### src/rtl/macu_pkg.sv
// Purpose: Shared constants and types for the multiply-accumulate unit
// Assumes: Signed two's complement operands from the core
// Notes:   Opcodes are local encodings of the issue port
package macu_pkg;
    localparam int ACC_W     = 40;
    localparam int WORD_W    = 32;
    localparam int HALF_W    = 16;
    localparam int HI_BITS_W = ACC_W - WORD_W;
    localparam logic [ACC_W-1:0] ACC_RESET = 40'h00_0000_0000;
    localparam int SLOW_CYCLES = 2;

    typedef enum logic [2:0] {
        MACU_OP_HALF,
        MACU_OP_DUAL,
        MACU_OP_WORD,
        MACU_OP_TO_CORE,
        MACU_OP_FROM_CORE,
        MACU_OP_STORE,
        MACU_OP_LOAD
    } macu_op_t;

    typedef enum logic {
        MACU_IDLE,
        MACU_BUSY
    } macu_state_t;
endpackage

### src/rtl/macu_mult.sv
// Purpose: Combinational product term for each multiply form
// Assumes: Operands stable while the caller samples the result
// Notes:   Result is already sign extended or truncated to accumulator width
`timescale 1ns/1ps
`default_nettype none
module macu_mult (
    input  wire logic [1:0]                 sel_hl,
    input  wire logic [2:0]                 op,
    input  wire logic [macu_pkg::WORD_W-1:0] src_a,
    input  wire logic [macu_pkg::WORD_W-1:0] src_b,
    output logic      [macu_pkg::ACC_W-1:0]  term
);
    import macu_pkg::*;

    function automatic logic signed [HALF_W-1:0] pick(input logic [WORD_W-1:0] w,
                                                      input logic hi);
        pick = hi ? w[WORD_W-1:HALF_W] : w[HALF_W-1:0];
    endfunction

    logic signed [WORD_W-1:0]   p_sel;
    logic signed [WORD_W-1:0]   p_hi;
    logic signed [WORD_W-1:0]   p_lo;
    logic signed [2*WORD_W-1:0] p_word;

    always_comb begin
        p_sel  = pick(src_a, sel_hl[1]) * pick(src_b, sel_hl[0]);   // RL5
        p_hi   = pick(src_a, 1'b1) * pick(src_b, 1'b1);             // RL6
        p_lo   = pick(src_a, 1'b0) * pick(src_b, 1'b0);             // RL6
        p_word = $signed(src_a) * $signed(src_b);                   // RL7
        unique case (op)
            MACU_OP_HALF: term = ACC_W'(p_sel);                     // RL5
            MACU_OP_DUAL: term = ACC_W'(p_hi) + ACC_W'(p_lo);       // RL6
            MACU_OP_WORD: term = p_word[ACC_W-1:0];                 // RL7
            default:      term = '0;
        endcase
    end
endmodule
`default_nettype wire

### src/rtl/macu_top.sv
// Purpose: Multiply-accumulate coprocessor holding one 40-bit accumulator
// Assumes: Core holds op and operands steady until ack; one request at a time
// Notes:   Full 32x32 word form takes two cycles, all others one
// Notes on behaviour
// [RL1] One 40-bit accumulator serves signed 16x16, dual 16x16 and 32x32 accumulate forms.
// [RL2] The move to the core returns the accumulator as a low word and a sign-extended high word.
// [RL3] The move from the core loads the accumulator from a low word and the low 8 bits of a high word.
// [RL4] Saving or restoring the accumulator takes two transfers, low word first then high word.
// [RL5] The halfword form picks one half of each operand and adds the sign-extended product.
// [RL6] The dual form adds both sign-extended products of the high and low half pairs.
// [RL7] The word form adds only the 40 low bits of the 64-bit product.
// [RL8] Forms whose operand is effectively 16 by 32 bits finish in one cycle.
// [RL9] Accumulation wraps modulo two to the fortieth with no saturation or flag.
`timescale 1ns/1ps
`default_nettype none
module macu_top (
    input  wire logic                        core_clk,
    input  wire logic                        rst,
    input  wire logic                        req_valid,
    input  wire macu_pkg::macu_op_t          req_op,
    input  wire logic [1:0]                  req_sel_hl,
    input  wire logic [macu_pkg::WORD_W-1:0] req_a,
    input  wire logic [macu_pkg::WORD_W-1:0] req_b,
    output logic                             ack,
    output logic [macu_pkg::WORD_W-1:0]      rd_lo,
    output logic [macu_pkg::WORD_W-1:0]      rd_hi,
    output logic [macu_pkg::WORD_W-1:0]      xfer_data,
    output logic [macu_pkg::ACC_W-1:0]       acc_out
);
    import macu_pkg::*;

    typedef struct packed {
        macu_state_t          st;
        logic                 xfer_hi;
        logic [ACC_W-1:0]     acc;
        logic                 ack;
        logic [WORD_W-1:0]    rd_lo;
        logic [WORD_W-1:0]    rd_hi;
        logic [WORD_W-1:0]    xfer;
    } macu_state_s_t;

    macu_state_s_t s_q;
    macu_state_s_t s_d;
    logic [ACC_W-1:0] term;
    logic             short_word;
    logic             take;

    macu_mult u_mult (
        .sel_hl (req_sel_hl),
        .op     (req_op),
        .src_a  (req_a),
        .src_b  (req_b),
        .term   (term)
    );

    // First operand req_a that fits in 16 signed bits makes the word form single cycle
    assign short_word = (req_a[WORD_W-1:HALF_W-1] == '0)
                     || (req_a[WORD_W-1:HALF_W-1] == '1);

    // A request still standing while its own ack shows is not taken twice
    assign take = (s_q.st == MACU_IDLE) && req_valid && !s_q.ack;

    always_comb begin
        s_d     = s_q;
        s_d.ack = 1'b0;
        unique case (s_q.st)
            MACU_IDLE: begin
                if (take) begin
                    unique case (req_op)
                        MACU_OP_HALF, MACU_OP_DUAL: begin
                            s_d.acc = s_q.acc + term;                   // RL1 RL9
                            s_d.ack = 1'b1;                             // RL8
                        end
                        MACU_OP_WORD: begin
                            if (short_word) begin
                                s_d.acc = s_q.acc + term;               // RL8 RL9
                                s_d.ack = 1'b1;
                            end else begin
                                s_d.st = MACU_BUSY;
                            end
                        end
                        MACU_OP_TO_CORE: begin
                            s_d.rd_lo = s_q.acc[WORD_W-1:0];            // RL2
                            s_d.rd_hi = {{(WORD_W-HI_BITS_W){s_q.acc[ACC_W-1]}},
                                         s_q.acc[ACC_W-1:WORD_W]};      // RL2
                            s_d.ack   = 1'b1;
                        end
                        MACU_OP_FROM_CORE: begin
                            s_d.acc = {req_b[HI_BITS_W-1:0], req_a};    // RL3
                            s_d.ack = 1'b1;
                        end
                        MACU_OP_STORE: begin
                            s_d.xfer    = s_q.xfer_hi
                                ? {{(WORD_W-HI_BITS_W){s_q.acc[ACC_W-1]}},
                                   s_q.acc[ACC_W-1:WORD_W]}
                                : s_q.acc[WORD_W-1:0];                  // RL4
                            s_d.xfer_hi = ~s_q.xfer_hi;                 // RL4
                            s_d.ack     = 1'b1;
                        end
                        MACU_OP_LOAD: begin
                            if (s_q.xfer_hi) begin
                                s_d.acc[ACC_W-1:WORD_W] = req_a[HI_BITS_W-1:0];
                            end else begin
                                s_d.acc[WORD_W-1:0] = req_a;            // RL4
                            end
                            s_d.xfer_hi = ~s_q.xfer_hi;                 // RL4
                            s_d.ack     = 1'b1;
                        end
                        default: s_d.ack = 1'b1;
                    endcase
                    if (req_op != MACU_OP_STORE && req_op != MACU_OP_LOAD) begin
                        s_d.xfer_hi = 1'b0;
                    end
                end
            end
            MACU_BUSY: begin
                s_d.acc = s_q.acc + term;                               // RL7 RL9
                s_d.ack = 1'b1;
                s_d.st  = MACU_IDLE;
            end
        endcase
    end

    always_ff @(posedge core_clk) begin
        if (rst) begin
            s_q         <= '0;
            s_q.st      <= MACU_IDLE;
            s_q.acc     <= ACC_RESET;
        end else begin
            s_q <= s_d;
        end
    end

    assign ack       = s_q.ack;
    assign rd_lo     = s_q.rd_lo;
    assign rd_hi     = s_q.rd_hi;
    assign xfer_data = s_q.xfer;
    assign acc_out   = s_q.acc;

    // Checks
    property p_half_one_cycle;
        @(posedge core_clk) disable iff (rst)
        (take && req_op == MACU_OP_HALF) |=> ack;
    endproperty
    a_half_one_cycle: assert property (p_half_one_cycle) // RL8
        else $error("half mac not 1 cycle");

    property p_half_sum;
        @(posedge core_clk) disable iff (rst)
        (take && req_op == MACU_OP_HALF)
            |=> acc_out == $past(s_q.acc) + $past(term);
    endproperty
    a_half_sum: assert property (p_half_sum) // RL5
        else $error("half mac sum wrong");

    property p_dual_sum;
        @(posedge core_clk) disable iff (rst)
        (take && req_op == MACU_OP_DUAL)
            |=> acc_out == $past(s_q.acc) + $past(term);
    endproperty
    a_dual_sum: assert property (p_dual_sum) // RL6
        else $error("dual mac sum wrong");

    property p_word_short;
        @(posedge core_clk) disable iff (rst)
        (take && req_op == MACU_OP_WORD && short_word)
            |=> ack && acc_out == $past(s_q.acc) + $past(term);
    endproperty
    a_word_short: assert property (p_word_short) // RL8
        else $error("short word mac not 1 cycle");

    property p_word_two;
        @(posedge core_clk) disable iff (rst)
        (take && req_op == MACU_OP_WORD && !short_word)
            |=> !ack ##1 ack;
    endproperty
    a_word_two: assert property (p_word_two) // RL7
        else $error("word mac timing wrong");

    property p_word_sum;
        @(posedge core_clk) disable iff (rst)
        (s_q.st == MACU_BUSY)
            |=> ack && s_q.st == MACU_IDLE && acc_out == $past(s_q.acc) + $past(term);
    endproperty
    a_word_sum: assert property (p_word_sum) // RL7
        else $error("word mac sum wrong");

    property p_to_core;
        @(posedge core_clk) disable iff (rst)
        (take && req_op == MACU_OP_TO_CORE)
            |=> rd_lo == $past(s_q.acc[WORD_W-1:0])
                && rd_hi == {{(WORD_W-HI_BITS_W){$past(s_q.acc[ACC_W-1])}},
                             $past(s_q.acc[ACC_W-1:WORD_W])};
    endproperty
    a_to_core: assert property (p_to_core) // RL2
        else $error("move to core wrong");

    property p_from_core;
        @(posedge core_clk) disable iff (rst)
        (take && req_op == MACU_OP_FROM_CORE)
            |=> acc_out == {$past(req_b[HI_BITS_W-1:0]), $past(req_a)};
    endproperty
    a_from_core: assert property (p_from_core) // RL3
        else $error("move from core wrong");

    property p_store_order;
        @(posedge core_clk) disable iff (rst)
        (take && req_op == MACU_OP_STORE && !s_q.xfer_hi)
            |=> xfer_data == $past(s_q.acc[WORD_W-1:0]) && s_q.xfer_hi;
    endproperty
    a_store_order: assert property (p_store_order) // RL4
        else $error("store order wrong");

    property p_store_hi;
        @(posedge core_clk) disable iff (rst)
        (take && req_op == MACU_OP_STORE && s_q.xfer_hi)
            |=> !s_q.xfer_hi && xfer_data == {{(WORD_W-HI_BITS_W){$past(s_q.acc[ACC_W-1])}},
                                              $past(s_q.acc[ACC_W-1:WORD_W])};
    endproperty
    a_store_hi: assert property (p_store_hi) // RL4
        else $error("store high word wrong");

    property p_load_lo;
        @(posedge core_clk) disable iff (rst)
        (take && req_op == MACU_OP_LOAD && !s_q.xfer_hi)
            |=> s_q.xfer_hi && acc_out == {$past(s_q.acc[ACC_W-1:WORD_W]), $past(req_a)};
    endproperty
    a_load_lo: assert property (p_load_lo) // RL4
        else $error("load low word wrong");

    property p_load_hi;
        @(posedge core_clk) disable iff (rst)
        (take && req_op == MACU_OP_LOAD && s_q.xfer_hi)
            |=> !s_q.xfer_hi
                && acc_out == {$past(req_a[HI_BITS_W-1:0]), $past(s_q.acc[WORD_W-1:0])};
    endproperty
    a_load_hi: assert property (p_load_hi) // RL4
        else $error("load high word wrong");

    property p_phase_clear;
        @(posedge core_clk) disable iff (rst)
        (take && req_op != MACU_OP_STORE && req_op != MACU_OP_LOAD) |=> !s_q.xfer_hi;
    endproperty
    a_phase_clear: assert property (p_phase_clear) // RL4
        else $error("transfer phase not cleared");

    property p_one_acc;
        @(posedge core_clk) disable iff (rst)
        ack |-> $past(take) || $past(s_q.st == MACU_BUSY);
    endproperty
    a_one_acc: assert property (p_one_acc) // RL1
        else $error("ack without a request");
endmodule
`default_nettype wire

### config.mk
export PLATFORM = sky130hd
export DESIGN_NAME = macu_top
export DESIGN_NICKNAME = d
export VERILOG_FILES = /design/src/rtl/macu_pkg.sv /design/src/rtl/macu_mult.sv /design/src/rtl/macu_top.sv
export SDC_FILE = /design/constraint.sdc
export NUM_CORES = 2
export LEC_CHECK = 0
export ABC_AREA = 1
export BUFFER_PORTS_ARGS = -buffer_cell sky130_fd_sc_hd__buf_2
export CORE_MARGIN = 10
export CORE_UTILIZATION = 60
export CTS_BUF_LIST = sky130_fd_sc_hd__clkbuf_8
export DETAILED_ROUTE_END_ITERATION = 10
export PLACE_DENSITY_LB_ADDON = 0.12
export RECOVER_POWER = 100
export SYNTH_ARGS = -nofsm -noshare
export SYNTH_HDL_FRONTEND = slang
export SYNTH_SLANG_ARGS = --single-unit
### constraint.sdc
create_clock -name core_clk -period 13.1 [get_ports core_clk]
set_clock_uncertainty 0.15 [all_clocks]
set_input_delay 3.275 -clock core_clk [delete_from_list [all_inputs] [get_ports core_clk]]
set_output_delay 3.275 -clock core_clk [all_outputs]
set_load 0.01 [all_outputs]
==> run summary <==
Gates resized, CTS repair - 0
Crit path max-delay cell type - fa_1
WL/cell - 22.40 um
Synthesized net count - 9760
Crit end category - flop
HPWL Detailed - 181700 um
Yosys top cell area share - 48.36%
Detailed Route WL - 212200 um
Max incr delay on CP - 0.56 ns
Max Clk Rate - 78.23 MHz
Syn Inst Count - 7770
Clock sink count - 115
Global-route wire length before repair - 326000 um
Final-report setup violation count - 0
Initial antenna violation count - 17
Synth warnings - 0
Synthesized area - 61690 um^2
Slew @ Worst Pin - 2.272 ns
Root buf cell - clkbuf_8
Clk_lat worst skew - 0.47 ns
Hold Buf Count CTS - 0
Via density - 5.427
# Post-CTS Setup Buffers - 0
Largest net degree at the start of global routing - 83
Synth-to-layout area growth - 8.188%
Syn Area/Cell - 7.939 um^2
Biggest area consumer among synthesized cells - fa_1
Final Hold Viols - 0
Final worst-path cycle share - 97.58%
Status - complete, but fails checks
Initial Util - 60.54%
ANT nets after route - 0
Sum of buffers and inverters on the critical path - 12
Top_reg_cell synth - dfxtp_1
Vias in the first global route - 54638
Yosys cell types - 61
DR pass1 iterations - 6
Worst setup SP type - input pin
Unrepaired setup endpoints after global routing - false
Synth area leaders - fa_1, inv_1, nand2_1, ha_1, dfxtp_1
Sequential-to-total area share from yosys stat - 3.732%
CTS Buf Count - 17
Total Neg Setup Slack - 0 ns
Core ar. - 101900 um^2
Max-Cap Viols - 2
Die Wd - 340.6 um
Row count - 117
Crit Path Class - input pin to flop
CTS tree - done
Failing checks - max-capacitance violations, max-slew violations
GRT Residual Overflow - 0
GRT Util Overall - 37.26%
CP max FO - 17
Via count - 51416
IO Port Bufs - 208
CTS H-tree depth - 4
Maximum root-to-sink buffer count - 2
WP data arrival - 12.98 ns
GP Congestion - 1.013
I/O pin total - 209
Starting DRC count in detailed routing - 4515
Critical Path RT - 13.30 ns
Cell family with most CP delay - adder cells
Die area - 116000 um^2
Max-slew headroom - -51.49%
Post-synth EDFFs - 0
Slew Viols, Final - 117
Residual DRC - 0
Post-synth ARST share - 0%
Yosys reg bits - 115
Hold Crit Class - flop to flop
Clock-pin slew on the worst setup and hold paths - 0.09 ns
Min Tclk post-route - 12.78 ns
Final net count - 10074
Die Span Y - 340.6 um
Layout cell share with drive strength beyond 1 - 8.867%
[synthesized netlist by cell type (7+ instances only)]
| library cell | n |
|---|---|
| xnor2_1 | 17 |
| inv_1 | 2359 |
| nand3_1 | 130 |
| fa_1 | 1490 |
| o221ai_1 | 11 |
| nor3_1 | 18 |
| a21o_1 | 17 |
| a21oi_1 | 284 |
| nand4_1 | 17 |
| xor2_1 | 29 |
| o211ai_1 | 13 |
| a31oi_1 | 53 |
| a21oi_2 | 7 |
| ha_1 | 428 |
| o21ai_1 | 39 |
| inv_2 | 11 |
| buf_1 | 26 |
| nor4_1 | 11 |
| or2_2 | 36 |
| o21ai_0 | 243 |
| clkinv_1 | 8 |
| dfxtp_1 | 115 |
| nand2_2 | 11 |
| o22ai_1 | 9 |
| nand2_1 | 1579 |
| o21a_1 | 7 |
| clkbuf_1 | 243 |
| buf_4 | 145 |
| buf_2 | 30 |
| nor2_1 | 311 |
[cell type report]
type	instances	area [um^2]
clock inverter	15	123.9
inverter	2378	8927
multi-input combinational	4825	48120
fill	9188	35150
timing repair buffer	747	5298
tap	1368	1712
clock buffer	17	234.0
antenna	9	22.52
sequential	115	2302
[through the flow]
stage	std cells	worst slack [ns]	util (%)	instance area [um^2]	hold slack, ns
final	9474	0.3175	65.50	66740	0.3675
after global routing	9469	0.009587	65.49	66730	0.3893
after CTS	9465	0.4553	65.70	66940	0.3663
after detailed placement	9433	0.01848	65.35	66590	0.3407
after global placement	9433	0.1103	65.35	66590	0.3369
after floorplan	7770	1.396	-	61690	0.3160
[worst paths after layout]
check	from	to	slack, ns	cells past startpoint
setup reg to reg	ack	rd_hi[3]	8.35	9
setup / recovery	req_b[11]	acc_out[39]	0.32	40
hold / removal	rd_lo[13]	rd_lo[13]	0.37	2
hold reg to reg	rd_lo[13]	rd_lo[13]	0.37	2
[state kept, by name (all words and copies together) (netlist names)]
name / flops
acc_out: 40
ack: 1
rd_hi: 8
rd_lo: 32
s_q: 2
xfer_data: 32
[routing by layer]
| layer | wire length (um) | GRT usage [%] | up-vias |
|---|---|---|---|
| met2 | 94660 | 58.36 | 2542 |
| met5 | 40 | 0.2082 | - |
| li1 | - | - | 22743 |
| met4 | 14090 | 18.79 | 4 |
| met1 | 81470 | 48.86 | 25515 |
| met3 | 21960 | 7.966 | 612 |
[worst reg2reg max path: stages (launching register included)]
cell,delay (ns)
dfxtp_1,0.32
inv_1,0.05
nand2_1,0.12
nor2_1,0.56
inv_1,0.29
nor4_1,0.26
clkbuf_1,1.41
inv_1,1.10
nor2_1,0.29
nor2_1,0.08
[logic make-up (layout without fill, tap and decap cells)]
kind of cell / Yosys count / in the layout / synth area share, %
compound gates: 721 / 721 / 6.452
flops: 115 / 115 / 3.732
mux: 1 / 1 / 0.01623
xor+xnor: 49 / 49 / 0.7322
fa+ha+maj: 1918 / 1918 / 57.04
buf+inv: 2830 / 3157 / 18.24
other cells: 0 / 9 / 0
simple gates: 2136 / 2136 / 13.79
[layout by cell type (no fill, tap or decap), types with 5 or more instances in the layout]
cell type	netlist	routed
inv_1	2359	2358
nand2_1	1579	1579
fa_1	1490	1490
buf_4	145	490
ha_1	428	428
nor2_1	311	312
a21oi_1	284	286
o21ai_0	243	250
clkbuf_1	243	148
nand3_1	130	130
dfxtp_1	115	115
buf_2	30	67
a31oi_1	53	53
or2_2	36	36
o21ai_1	39	33
buf_12	0	33
xor2_1	29	29
nor3_1	18	18
xnor2_1	17	17
nand4_1	17	17
a21o_1	17	17
clkbuf_8	0	17
o211ai_1	13	13
nand2_2	11	11
nor4_1	11	11
o221ai_1	11	11
inv_2	11	10
diode_2	0	9
clkinv_1	8	9
o22ai_1	9	9
clkbuf_4	0	9
o21a_1	7	7
a211oi_1	6	6
o21bai_1	6	6
a21oi_2	7	5
nand3b_1	5	5
inv_6	0	5
Power is not shown: default switching activity piles up to over one toggle a cycle in this logic, so the estimate is an artifact.
